## config.mk

```make
export PLATFORM = sky130hd
export DESIGN_NAME = ecs_tx_cas_sel
export DESIGN_NICKNAME = d
export VERILOG_FILES = /design/src/ecs_pkg.sv /design/src/ecs_tx_cas_sel.sv
export SDC_FILE = /design/constraint.sdc
export NUM_CORES = 1
export LEC_CHECK = 0
export BUFFER_PORTS_ARGS = -buffer_cell sky130_fd_sc_hd__clkbuf_2
export CAP_MARGIN = 5
export CORE_MARGIN = 4
export CORE_UTILIZATION = 52
export DETAILED_ROUTE_END_ITERATION = 8
export GPL_ROUTABILITY_DRIVEN = 0
export PLACE_DENSITY = 0.71
export SYNTH_ARGS = -nofsm -noshare
export SYNTH_HDL_FRONTEND = slang
export SYNTH_SLANG_ARGS = --single-unit
```

## constraint.sdc

```tcl
create_clock -name CLOCK_IN -period 3.9 [get_ports CLOCK_IN]
set_clock_uncertainty 0.2 [all_clocks]
set_input_delay 0.39 -clock CLOCK_IN [delete_from_list [all_inputs] [get_ports CLOCK_IN]]
set_output_delay 0.39 -clock CLOCK_IN [all_outputs]
set_load 0.005 [all_outputs]
```

## src/ecs_pkg.sv

```systemverilog
package ecs_pkg;

  // ****************************************
  // Register map (word index, byte address is four times it)
  // ****************************************
  localparam int unsigned NUM_TS          = 32;
  localparam logic [11:0] SIG_BANK_INDEX  = 12'h340;
  localparam logic [11:0] CTRL_INDEX      = 12'h380;
  localparam logic [11:0] STATUS_INDEX    = 12'h381;
  localparam logic [13:0] SIG_BANK_ADDR   = {SIG_BANK_INDEX, 2'b00};
  localparam logic [13:0] CTRL_ADDR       = {CTRL_INDEX, 2'b00};
  localparam logic [13:0] STATUS_ADDR     = {STATUS_INDEX, 2'b00};

  // ****************************************
  // Field positions and reset values
  // ****************************************
  localparam int unsigned SIG_A_BIT       = 7;
  localparam int unsigned SIG_B_BIT       = 6;
  localparam int unsigned SIG_C_BIT       = 5;
  localparam int unsigned SIG_D_BIT       = 4;
  localparam int unsigned SRC_LSB         = 0;
  localparam logic [7:0]  WRITE_MASK      = 8'hf3;
  localparam logic [7:0]  TS0_RESET       = 8'h01;
  localparam logic [7:0]  TS16_RESET      = 8'hb3;
  localparam logic [7:0]  TS_RESET        = 8'hd0;
  localparam int unsigned TS_XYXX         = 16;

  localparam logic [1:0]  SRC_PCM         = 2'h0;
  localparam logic [1:0]  SRC_REG         = 2'h1;
  localparam logic [1:0]  SRC_PIN         = 2'h2;
  localparam logic [1:0]  SRC_XYXX        = 2'h3;

  // Control register fields
  localparam int unsigned CTL_CAS_EN      = 0;
  localparam int unsigned CTL_MUX_ON      = 1;
  localparam int unsigned CTL_MODE_LSB    = 2;
  localparam int unsigned CTL_SIGIF_ON    = 4;
  localparam logic [4:0]  CTRL_MASK       = 5'h1f;

  typedef struct packed {
    logic [4:0] ts;
    logic [3:0] pcm;
    logic [3:0] overhead;
    logic [3:0] sig_pin;
  } ecs_sig_in_t;

  typedef struct packed {
    logic [3:0] abcd;
    logic       insert;
    logic       xyxx;
    logic [1:0] src;
  } ecs_sig_out_t;

endpackage : ecs_pkg

```

## src/ecs_tx_cas_sel.sv

```systemverilog
// Chosen here: the APB register port.
`timescale 1ns/1ps
module ecs_tx_cas_sel
  import ecs_pkg::*;
#(
  parameter int unsigned ADDR_W = 14
) (
  input  wire logic         CLOCK_IN,   // 20 MHz clock
  input  wire logic         RSTN_IN,    // Async reset, active low
  input  wire logic         PSEL_IN,    // APB select
  input  wire logic         PENABLE_IN, // APB enable
  input  wire logic         PWRITE_IN,  // APB direction
  input  wire logic [ADDR_W-1:0] PADDR_IN, // APB byte address
  input  wire logic [31:0]  PWDATA_IN,  // APB write data
  output logic      [31:0]  PRDATA_OUT, // APB read data
  output logic              PREADY_OUT, // APB ready
  output logic              PSLVERR_OUT,// APB error on unmapped access
  input  wire logic         SIG_VALID_IN, // Timeslot signaling strobe
  input  wire ecs_sig_in_t  SIG_IN,     // Timeslot and candidate nibbles
  input  wire logic         ALARM_IN,   // Current remote alarm condition
  output logic              SIG_VALID_OUT, // Result strobe
  output ecs_sig_out_t      SIG_OUT     // Chosen signaling nibble
);

  // The register map needs fourteen address bits; refuse anything narrower
  if (ADDR_W < 14) begin : g_addr_w_check
    $error("ADDR_W too small for the register map");
  end

  // ****************************************
  // Register bank
  // ****************************************
  logic [7:0]  tx_timeslot_signaling_reg [NUM_TS];
  logic [4:0]  ctrl;
  logic [31:0] rdata;

  wire logic [13:0] addr      = PADDR_IN[13:0];
  wire logic        hi_zero   = (ADDR_W == 14) ? 1'b1 : ~|(PADDR_IN >> 14);
  wire logic        in_bank   = hi_zero && addr[13:7] == SIG_BANK_ADDR[13:7]
                                && addr[1:0] == 2'h0;
  wire logic        is_ctrl   = hi_zero && addr == CTRL_ADDR;
  wire logic        is_status = hi_zero && addr == STATUS_ADDR;
  wire logic        mapped    = in_bank || is_ctrl || is_status;
  wire logic        setup     = PSEL_IN && !PENABLE_IN;
  wire logic        wr_access = PSEL_IN && PENABLE_IN && PWRITE_IN && mapped;
  wire logic [4:0]  bank_idx  = addr[6:2];

  assign PREADY_OUT  = 1'b1;
  assign PSLVERR_OUT = PSEL_IN && PENABLE_IN && !mapped;
  assign PRDATA_OUT  = rdata;

  genvar k;
  generate
    for (k = 0; k < NUM_TS; k++) begin : g_ts
      localparam logic [7:0] RST = (k == 0) ? TS0_RESET :
                                   (k == TS_XYXX) ? TS16_RESET : TS_RESET;
      always_ff @(posedge CLOCK_IN or negedge RSTN_IN) begin
        if (!RSTN_IN) begin
          tx_timeslot_signaling_reg[k] <= RST;
        end else if (wr_access && in_bank && bank_idx == 5'(k)) begin
          tx_timeslot_signaling_reg[k] <= PWDATA_IN[7:0] & WRITE_MASK;
        end
      end
    end
  endgenerate

  always_ff @(posedge CLOCK_IN or negedge RSTN_IN) begin
    if (!RSTN_IN) begin
      ctrl <= 5'h00;
    end else if (wr_access && is_ctrl) begin
      ctrl <= PWDATA_IN[4:0] & CTRL_MASK;
    end
  end

  // Read data is captured in the setup cycle so the access needs no wait state
  wire logic [31:0] status_word = {28'h0, SIG_OUT.xyxx, SIG_OUT.insert, SIG_OUT.src};
  wire logic [31:0] next_rdata  =
    in_bank   ? {24'h0, tx_timeslot_signaling_reg[bank_idx]} :
    is_ctrl   ? {27'h0, ctrl} :
    is_status ? status_word : 32'h0;

  always_ff @(posedge CLOCK_IN or negedge RSTN_IN) begin
    if (!RSTN_IN) begin
      rdata <= 32'h0;
    end else if (setup && !PWRITE_IN) begin
      rdata <= next_rdata;
    end
  end

  // ****************************************
  // Signaling source selection
  // ****************************************
  wire logic       cas_en    = ctrl[CTL_CAS_EN];
  wire logic       mux_on    = ctrl[CTL_MUX_ON];
  wire logic [1:0] rate_mode = ctrl[CTL_MODE_LSB +: 2];
  wire logic       sigif_on  = ctrl[CTL_SIGIF_ON];
  wire logic [7:0] cur       = tx_timeslot_signaling_reg[SIG_IN.ts];
  wire logic [1:0] sel       = cur[SRC_LSB +: 2];
  wire logic [3:0] reg_abcd  = {cur[SIG_A_BIT], cur[SIG_B_BIT],
                                cur[SIG_C_BIT], cur[SIG_D_BIT]};
  wire logic [3:0] xyxx      = {cur[SIG_A_BIT], ALARM_IN,
                                cur[SIG_C_BIT], cur[SIG_D_BIT]};
  wire logic       base_rate = !mux_on && rate_mode == 2'h0 && !sigif_on;

  // Pin selection outside base rate with the flag clear has no defined
  // source, so the PCM nibble is passed on there with the insert flag still set.
  wire logic [3:0] next_abcd =
    !cas_en                       ? SIG_IN.pcm :
    sel == SRC_REG                ? reg_abcd :
    sel == SRC_PIN && sigif_on    ? SIG_IN.sig_pin :
    sel == SRC_PIN && base_rate   ? SIG_IN.overhead :
    sel == SRC_XYXX               ? xyxx :
    SIG_IN.pcm;
  wire logic next_insert = cas_en && sel != SRC_XYXX && sel != SRC_PCM;
  wire logic next_xyxx   = cas_en && sel == SRC_XYXX;

  always_ff @(posedge CLOCK_IN or negedge RSTN_IN) begin
    if (!RSTN_IN) begin
      SIG_VALID_OUT <= 1'b0;
      SIG_OUT       <= '0;
    end else begin
      SIG_VALID_OUT <= SIG_VALID_IN;
      if (SIG_VALID_IN) begin
        SIG_OUT <= '{abcd: next_abcd, insert: next_insert, xyxx: next_xyxx, src: sel};
      end
    end
  end
endmodule : ecs_tx_cas_sel

```

==> impl_metrics.py, run 1 <==
metrics = {
    "global_route": {
        "antenna_found_initial": 0,
        "grt_pass1_wl_um": 47300,
        "grt_overflow": 0,
        "grt_max_degree": 136,
        "grt_pass1_vias": 7831,
        "grt_use_total_pct": 23.5,
    },
    "sta": {
        "finalCriticalPeriod_ps": 2790,
        "fin_ws_ps": 1110,
        "final-hold-violation-count": 0,
        "slew_headroom_pct": 24.6,
        "period_share_pct": 71.6,
        "tightest_slew_ps": 1130,
        "setup_viol": 0,
        "max_freq_mhz": 358,
        "fin_tns_setup_ps": 0,
        "rsz0062_at_grt": "false",
        "holdWs_ps": 13.3,
        "maxSlewViolCount": 0,
    },
    "cts": {
        "worstSkewPairLatency_ps": 510,
        "cts.htree.levels": 1,
        "clkTransAtPathRegs_ps": 60,
        "root_buffer": "clkbuf_16",
        "cts_setup_buffers": 0,
        "cts_buffer_depth": 3,
        "cts.sink_count": 214,
        "cts_buffers": 24,
        "cts_tree": "built",
    },
    "worst_setup_path": {
        "reg2reg_from": "tx_timeslot_signaling_reg[1]",
        "worstPathArrival_ps": 2990,
        "reg2regPathDepth": 6,
        "r2r_setup_slack_ps": 1200,
        "start_kind": "input pin",
        "crit_fanout": 45,
        "criticalPathCategory": "input pin to flop",
        "critPathCaptureType": "flop",
        "cp.required_ps": 4100,
        "rr_endpoint": "SIG_OUT[7]",
    },
    "floorplan": {
        "ios": 113,
        "die_w_um": 160,
        "initial_core_util_pct": 52.8,
        "core_region_area_um2": 22600,
        "die_y_um": 160,
        "num_rows": 55,
        "fp.dieArea_um2": 25500,
    },
    "synth": {
        "yosysWarnings": 0,
        "synthCells": 785,
        "netlist-cell-type-count": 49,
        "avgSynthCellArea_um2": 15.2,
        "synth_edf_count": 0,
        "syn-cell-area_um2": 11900,
        "synth_async_sr_flop_share_pct": 100,
        "ys_ff_latch": 214,
        "yosysSeqAreaShare_pct": 45.8,
        "synth_ff_type": "dfrtp_1",
    },
    "route": {
        "vias_per_cell": 6.44,
        "drt_wl_total_um": 29600,
        "wire_per_inst_um": 25.9,
        "drc": 0,
        "first_pass_iters": 5,
        "routed-via-count": 7346,
        "drt_iter0_drc": 694,
        "detail-route-antenna-nets": 0,
    },
    "pwr": {
        "peakVddDrop_uv": 230,
        "intPower_w": 0.00374,
        "leakage_nw": 5.73,
        "combPwrFrac_pct": 6.4,
        "p_per_area_nw_per_um2": 364,
        "pwr-share-seq_pct": 46.2,
        "p_clk_share_pct": 47.4,
        "switching_power_w": 0.00111,
        "netSwitchingFraction_pct": 22.8,
    },
    "min_path": {
        "whs_endpoint": "PRDATA_OUT[6]",
        "hold_start": "PSEL_IN",
        "hp-class": "input pin to flop",
        "hold_path_depth": 3,
    },
    "layout": {
        "fin_util_pct": 58.8,
        "syn_to_final_growth_pct": 11.5,
        "largest_reg_flops": 192,
        "drive_gt1_share_pct": 65.3,
        "nets": 908,
        "insertedDiodeCount": 0,
    },
    "place": {
        "pre_cts_slack_ps": 597,
        "numPortBuffers": 63,
        "dpl.hpwl_um": 20600,
    },
    "flow_run": {
        "drv_cap": 0,
    },
    "outcome": {
        "outcome": "completed",
    },
}
[placed cells by master (no fill, tap or decap), types with 5 or more instances in the layout]
master	n
mux2_2	200
nand3_1	9
nand2_1	26
a22oi_1	6
clkbuf_16	25
mux2i_1	11
nor2_1	17
clkbuf_2	61
clkinv_2	5
clkbuf_8	6
inv_1	7
nand2b_1	5
clkbuf_1	7
buf_4	13
dfrtp_1	118
conb_1	25
o21ai_0	18
nor2_4	16
buf_12	5
mux4_2	117
nor2b_1	5
dfstp_2	96
[per-layer routing]
layer	share of wire, %	vias to the layer above	GRT usage, %
met5	0	-	0
met4	1.9	0	5.29
met3	5.7	39	2.74
met2	50	280	39.1
met1	42	3941	33.5
li1	-	3086	-
[worst max-delay path: stages]
cell and delay [ps]:
clkbuf_2 170, buf_12 330, mux4_2 580, mux4_2 520, mux2_4 380, a311oi_1 290
o211ai_1 140, o221a_2 150
[logic make-up (layout without fill, tap and decap cells)]
kind of cell | Yosys count | count (layout) | synth area share (%)
AOI/OAI and AO/OA | 48 | 48 | 2.81
and+or+nand+nor | 99 | 99 | 5.02
DFF | 214 | 214 | 45.8
buffers and inverters | 88 | 136 | 3.85
xor gates and xnor gates | 1 | 1 | 0.0733
muxes | 333 | 333 | 42.4
other | 2 | 25 | 0.0629
[worst max-delay path by stage]
stage	depth (start not counted)	endpoint	from
6_report	8	SIG_OUT[7]	SIG_IN[13]
5_1_grt	8	SIG_OUT[6]	SIG_IN[12]
4_1_cts	8	SIG_OUT[4]	SIG_IN[13]
3_5_place_dp	8	SIG_OUT[4]	SIG_IN[13]
3_3_place_gp	8	SIG_OUT[7]	SIG_IN[13]
2_1_floorplan	9	SIG_OUT[6]	SIG_IN[14]
[cell usage after synthesis (6+ instances only)]
master,count,area (um^2)
clkbuf_1,31,116
nand2_1,26,97.6
o21ai_0,18,90.1
buf_1,6,22.5
nand3_1,9,45.0
nor2_1,17,63.8
nor2_4,16,180
dfstp_2,96,2520
mux2_2,200,2250
buf_4,28,210
dfrtp_1,118,2950
buf_2,14,70.1
inv_1,7,26.3
mux4_2,117,2640
a22oi_1,6,45.0
mux2i_1,11,110
[area by class of cell]
type                    count  area, um^2
fillers                  1724        9320
multi-input cells         506        6100
inverters                   8        30.0
flip-flops and latches    214        5480
well taps                 285         357
clock inverters             7        85.1
clock buffers              37         721
repair buffers             84         557
[power groups by stage]
| stage | Sequential [W] | Combinational (W) | Clock [W] |
|---|---|---|---|
| 3_5_place_dp | 0.00227 | 0.000310 | 0 |
| 2_1_floorplan | 0.00227 | 0.000190 | 0 |
| 4_1_cts | 0.00224 | 0.000314 | 0.00234 |
| 6_report | 0.00224 | 0.000311 | 0.00230 |
| 5_1_grt | 0.00224 | 0.000340 | 0.00244 |
| 3_3_place_gp | 0.00227 | 0.000300 | 0 |
[timing repair]
item / 4_1_cts / 5_1_grt
resized for setup: 0 / 0
hold endpoints to repair: 87 / 0
hold buffers: 4 / 0
[stage by stage]
| stage | instance area (um^2) | cells | total power, W |
|---|---|---|---|
| floorplan | 12000 | 808 | 0.00246 |
| CTS | 13300 | 1141 | 0.00489 |
| global route | 13300 | 1141 | 0.00502 |
| finish | 13300 | 1141 | 0.00485 |
| detailed placement | 12500 | 1093 | 0.00258 |
| global placement | 12500 | 1093 | 0.00257 |
Power figures use the tool's default switching activity.
==> run 2, diff against run 1 <==
clock period = 2.8 ns   (was 3.9 ns; I/O delays follow)
==> run 2 against run 1 <==
Effect of this change: first-iteration DRC count down 4.5%; critical path depth shrank 2; final cell count is 4.2% higher; flip-flop and latch count unchanged; design area increased by 3.4%; total power rose by 41%; global-route usage is 0.51 points higher; via count is 2.8% higher; non-clock buffer count grew 48; critical endpoint unchanged; largest power group unchanged.
==> impl_metrics.py, run 2 (same netlist as run 1, synthesis figures left out) <==
metrics = {
    "outcome": {
        "outcome": "completed",
    },
    "worst_setup_path": {
        "cp-startpoint": "tx_timeslot_signaling_reg[1]",
        "cp.required_ps": 3010,
        "criticalPathCategory": "flop to flop",
        "r2r_setup_slack_ps": 120,
        "start_kind": "flop",
        "reg2reg_from": "tx_timeslot_signaling_reg[1]",
        "rr_endpoint": "SIG_OUT[7]",
        "crit_fanout": 13,
        "reg2regPathDepth": 6,
        "endpoint": "SIG_OUT[7]",
        "worstPathArrival_ps": 2880,
        "critPathCaptureType": "flop",
    },
    "cts": {
        "cts.sink_count": 214,
        "root_buffer": "clkbuf_16",
        "cts.htree.levels": 1,
        "cts_tree": "built",
        "cts_buffer_depth": 3,
        "clkTransAtPathRegs_ps": 60,
        "cts_buffers": 24,
        "worstSkewPairLatency_ps": 520,
    },
    "global_route": {
        "grt_use_total_pct": 24.0,
        "grt_max_degree": 70,
        "grt_pass1_wl_um": 48000,
        "antenna_found_initial": 0,
        "grt_overflow": 0,
        "grt_pass1_vias": 8075,
    },
    "floorplan": {
        "core_region_area_um2": 22600,
        "ios": 113,
        "die_y_um": 160,
        "num_rows": 55,
        "die_w_um": 160,
        "initial_core_util_pct": 52.8,
        "fp.dieArea_um2": 25500,
    },
    "sta": {
        "holdWs_ps": 34.3,
        "final-hold-violation-count": 0,
        "max_freq_mhz": 373,
        "slew_headroom_pct": 49.0,
        "period_share_pct": 95.6,
        "rsz0062_at_grt": "false",
        "tightest_slew_ps": 766,
        "setup_viol": 0,
        "maxSlewViolCount": 0,
        "finalCriticalPeriod_ps": 2680,
    },
    "pwr": {
        "p_per_area_nw_per_um2": 495,
        "power.total_w": 0.00681,
        "peakVddDrop_uv": 419,
        "leakage_nw": 5.96,
    },
    "min_path": {
        "hp-class": "input pin to flop",
    },
    "layout": {
        "drive_gt1_share_pct": 66.0,
        "final_area_um2": 13800,
        "nets": 956,
        "syn_to_final_growth_pct": 15.3,
        "layout_common_cells": "mux2_2 (200), dfrtp_1 (118), mux4_2 (117), dfstp_2 (96), clkbuf_2 (61)",
        "fin_util_pct": 60.8,
        "insertedDiodeCount": 0,
        "largest_reg_flops": 192,
        "mostFrequentLayoutCell": "mux2_2",
    },
    "route": {
        "detail-route-antenna-nets": 0,
        "routed-via-count": 7550,
        "wire_per_inst_um": 25.4,
        "drc": 0,
        "drt_wl_total_um": 30200,
        "vias_per_cell": 6.35,
        "first_pass_iters": 5,
        "drt_iter0_drc": 663,
    },
    "place": {
        "dpl.hpwl_um": 21400,
        "place_area_um2": 12800,
        "numPortBuffers": 63,
    },
    "flow_run": {
        "drv_cap": 0,
    },
}
run 2: cell types whose count changed in the layout (fill, tap and decap cells not counted), sizes merged:
cell,change
clkbuf,-3
buf,+37
clkinvlp,+2
dlygate4sd3,+11
bufinv,+1
run 2: critical path: stages, from the launching register on:
cell and delay [ps]:
dfrtp_1 400, mux4_2 470, mux4_2 510, mux2_4 370, a311oi_2 320, o211ai_1 150, o221a_2 150
run 2: cell type report:
cell class | count | area, um^2
Timing Repair Buffer | 132 | 995
Inverter | 8 | 30.0
Sequential cell | 214 | 5480
Clock buffer | 34 | 679
Fill cell | 1641 | 8870
Clock inverter | 10 | 130
Multi-Input combinational cell | 506 | 6100
Tap cell | 285 | 357
run 2: timing repair:
item                                   CTS  global route
endpoints found under the hold margin   68             0
gates resized for setup                  0             1
hold buffers                            15             0
setup endpoints to repair                0             1
setup buffers                            0             0
run 2: power by group:
part,switching (W),internal [W]
Clock,0.00125,0.00197
Sequential,0.00000648,0.00311
Combinational,0.000296,0.000184
run 2: worst min path at each step:
stage,end,cells past startpoint,startpoint
6_report,SIG_OUT[4],4,SIG_IN[0]
5_1_grt,SIG_OUT[4],4,SIG_IN[0]
4_1_cts,SIG_OUT[4],4,SIG_IN[0]
3_5_place_dp,tx_timeslot_signaling_reg[252],1,RSTN_IN
3_3_place_gp,tx_timeslot_signaling_reg[252],1,RSTN_IN
2_1_floorplan,PRDATA_OUT[0],0,RSTN_IN
run 2: stage by stage:
stage	worst slack, ps	instances	setup TNS, ps
global route	65.9	1189	0
CTS	86.2	1189	0
global placement	-61.0	1130	-574
floorplan	52.6	808	0
finish	122	1189	0
detailed placement	-191	1130	-1780
run 2: per-layer routing:
metal,track usage [%],up-vias,wire length [um]
met4,7.02,0,873
met2,38.9,320,14700
met3,3.81,56,1980
li1,-,3180,-
met5,0,-,0
met1,33.9,3994,12600
==> run 3, diff against run 2 <==
ABC_AREA = 1   (was default)
==> run 3 against run 2 <==
Effect of this change: register-to-register slack worse by 60 ps; clock power increased by 11%; non-clock buffer count down 2; largest power group unchanged; the run now ends with hold timing left; critical path type unchanged.
==> impl_metrics.py, run 3 <==
metrics = {
    "worst_setup_path": {
        "worstPathArrival_ps": 2930,
        "crit_path_frequent_cell": "nand2_1",
        "crit_chain": "nand2_1 -> nand3_1 -> nand3_1 -> nand2_2 -> nand2_1 -> nand2_1 -> nand2_2 -> nand2_4 -> inv_4 -> nor2_4 -> nand2_1 -> nand2_1 -> nand2_1 -> nand2_1 -> a21oi_2 -> dlygate4sd3_1",
        "criticalPathCategory": "flop to flop",
        "critPathMaxStageDelay_ps": 560,
        "start_kind": "flop",
        "cp_top_family": "simple AND/OR/NAND/NOR gates",
        "crit_fanout": 6,
        "crit_slowest_cell": "dlygate4sd3_1",
        "crit_buf_inv": 2,
        "cp.required_ps": 3000,
        "critPathCaptureType": "flop",
    },
    "route": {
        "detail-route-antenna-nets": 0,
        "vias_per_cell": 6.07,
        "routed-via-count": 11700,
        "drt_wl_total_um": 38400,
        "wire_per_inst_um": 19.8,
        "drt_iter0_drc": 1725,
        "drc": 0,
        "first_pass_iters": 6,
    },
    "synth": {
        "synth_edf_count": 0,
        "yosysTopAreaCell": "dfrtp_1",
        "synth_most_common_cell": "nand2_1",
        "yosysSeqAreaShare_pct": 45.9,
        "synthCells": 1600,
        "avgSynthCellArea_um2": 7.46,
        "ys_ff_latch": 214,
        "yosysTopAreaCellShare_pct": 24.7,
        "ys_top_cells_by_count": "nand2_1 (513), nand3_1 (253), o21ai_0 (210), dfrtp_1 (118), dfstp_2 (96)",
        "synth_ff_type": "dfrtp_1",
        "syn-cell-area_um2": 11900,
        "synth_async_sr_flop_share_pct": 100,
        "synth_area_leaders": "dfrtp_1 (25%), dfstp_2 (21%), nand2_1 (16%)",
        "netlist-cell-type-count": 33,
        "yosysWarnings": 0,
    },
    "floorplan": {
        "die_y_um": 160,
        "initial_core_util_pct": 52.7,
        "die_w_um": 160,
        "core_region_area_um2": 22600,
        "fp.dieArea_um2": 25400,
        "ios": 113,
        "num_rows": 55,
    },
    "sta": {
        "max_freq_mhz": 366,
        "maxSlewViolCount": 0,
        "period_share_pct": 97.6,
        "finalCriticalPeriod_ps": 2730,
        "holdWs_ps": -1.57,
        "slew_headroom_pct": 58.9,
        "setup_viol": 0,
        "rsz0062_at_grt": "true",
        "final-hold-violation-count": 1,
        "fin_ws_ps": 66.9,
        "tightest_slew_ps": 614,
    },
    "global_route": {
        "grt_use_total_pct": 29.5,
        "grt_max_degree": 68,
        "grt_pass1_wl_um": 61000,
        "antenna_found_initial": 0,
        "grt_pass1_vias": 11000,
        "grt_overflow": 0,
    },
    "cts": {
        "cts_buffer_depth": 3,
        "cts_tree": "built",
        "cts.htree.levels": 1,
        "clkTransAtPathRegs_ps": 60,
        "cts.sink_count": 214,
        "root_buffer": "clkbuf_16",
        "worstSkewPairLatency_ps": 530,
        "cts_buffers": 25,
    },
    "pwr": {
        "peakVddDrop_uv": 378,
        "p_per_area_nw_per_um2": 549,
        "leakage_nw": 5.59,
    },
    "layout": {
        "mostFrequentLayoutCell": "nand2_1",
        "nets": 1699,
        "largest_reg_flops": 192,
        "syn_to_final_growth_pct": 13.5,
        "drive_gt1_share_pct": 17.4,
        "insertedDiodeCount": 0,
        "layout_common_cells": "nand2_1 (507), nand3_1 (251), o21ai_0 (210), dfrtp_1 (118), dfstp_2 (96)",
        "nFillCells": 2068,
    },
    "place": {
        "numPortBuffers": 63,
        "dpl.hpwl_um": 25100,
        "pre_cts_slack_ps": 245,
    },
    "outcome": {
        "violations": "hold timing",
        "outcome": "finished, violations left",
    },
    "flow_run": {
        "drv_cap": 0,
    },
    "min_path": {
        "hp-class": "input pin to flop",
    },
}
## run 3: cell count changes in the layout (fill, tap and decap cells not counted), sizes merged, moves of 12 or more
cell / before / now
a21oi: 4 / 25
a22oi: 6 / 44
a31oi: 2 / 28
inv: 7 / 51
mux2: 204 / 2
mux2i: 12 / 0
mux4: 117 / 0
nand2: 30 / 515
nand3: 10 / 253
nor2: 33 / 46
o211ai: 2 / 15
o21ai: 18 / 220
## run 3: cell families (layout without fill, tap and decap cells)
family	after synthesis	in the layout	synth area share, %
AND/OR/NAND/NOR	832	832	29.3
AO/OA/AOI/OAI	348	348	16.7
flip-flops	214	214	45.9
buffers and inverters	202	227	7.88
other	2	25	0.0629
multiplexers	2	2	0.189
## run 3: final timing paths
| kind | from | to | slack, ps | cells after the start |
|---|---|---|---|---|
| worst max-delay path | tx_timeslot_signaling_reg[121] | SIG_OUT[4] | 70 | 16 |
| worst min-delay path | SIG_IN[3] | SIG_OUT[7] | -2 | 5 |
| worst max register to register | tx_timeslot_signaling_reg[121] | SIG_OUT[4] | 70 | 16 |
| worst min register to register | PRDATA_OUT[3] | PRDATA_OUT[3] | 280 | 2 |
| max in group asynchronous | RSTN_IN | tx_timeslot_signaling_reg[31] | 1470 | 3 |
| min in group asynchronous | RSTN_IN | tx_timeslot_signaling_reg[145] | 120 | 2 |
## run 3: area by class of cell
type                            instances  area [um^2]  share of cell area [%]
Clock inverter                         14          201                    1.49
Inverter                               51          194                    1.43
Tap cell                              285          357                    2.63
Timing Repair Buffer                  130          950                    7.01
Sequential cell                       214         5480                    40.4
Clock buffer                           32          712                    5.25
Multi-Input combinational cell       1207         5660                    41.8
## run 3: worst register-to-register path, cell delays in order, from the launching register on
cell and delay (ps):
dfstp_2 540, nand2_1 50, nand3_1 60, nand3_1 90, nand2_2 120, nand2_1 60
nand2_1 100, nand2_2 60, nand2_4 130, inv_4 50, nor2_4 180, nand2_1 140
nand2_1 100, nand2_1 50, nand2_1 70, a21oi_2 50, dlygate4sd3_1 560
## run 3: what timing repair did
| action | CTS | global route |
|---|---|---|
| setup buffers | 0 | 7 |
| hold buffers | 12 | 0 |
| endpoints found under the setup margin | 0 | 4 |
| gates resized for setup | 0 | 16 |
| endpoints found under the hold margin | 73 | 0 |
## run 3: metal layers
metal  GRT usage (%)  part of all wire (%)  up-vias
li1                -                     -     5429
met1            41.2                    41     5519
met2            45.4                    45      688
met3            6.52                    11      103
met4            10.8                   3.4        0
met5               0                     0        -
## run 3: stage by stage
| step | util [%] | instances | TNS, ps | cell area [um^2] | power, W |
|---|---|---|---|---|---|
| floorplan | - | 1623 | 0 | 12000 | 0.00356 |
| global placement | 54.9 | 1870 | 0 | 12400 | 0.00384 |
| detailed placement | 54.9 | 1870 | 0 | 12400 | 0.00385 |
| CTS | 59.5 | 1928 | 0 | 13500 | 0.00744 |
| global route | 59.8 | 1933 | -126 | 13500 | 0.00769 |
| finish | 59.8 | 1933 | 0 | 13500 | 0.00744 |
## run 3: where the power goes
| group | total [W] | internal [W] | leakage (nW) | switching (W) |
|---|---|---|---|---|
| sequential | 0.00313 | 0.00312 | 2.62 | 0.0000121 |
| clock | 0.00358 | 0.00225 | 0.457 | 0.00133 |
| combinational | 0.000727 | 0.000207 | 2.51 | 0.000520 |
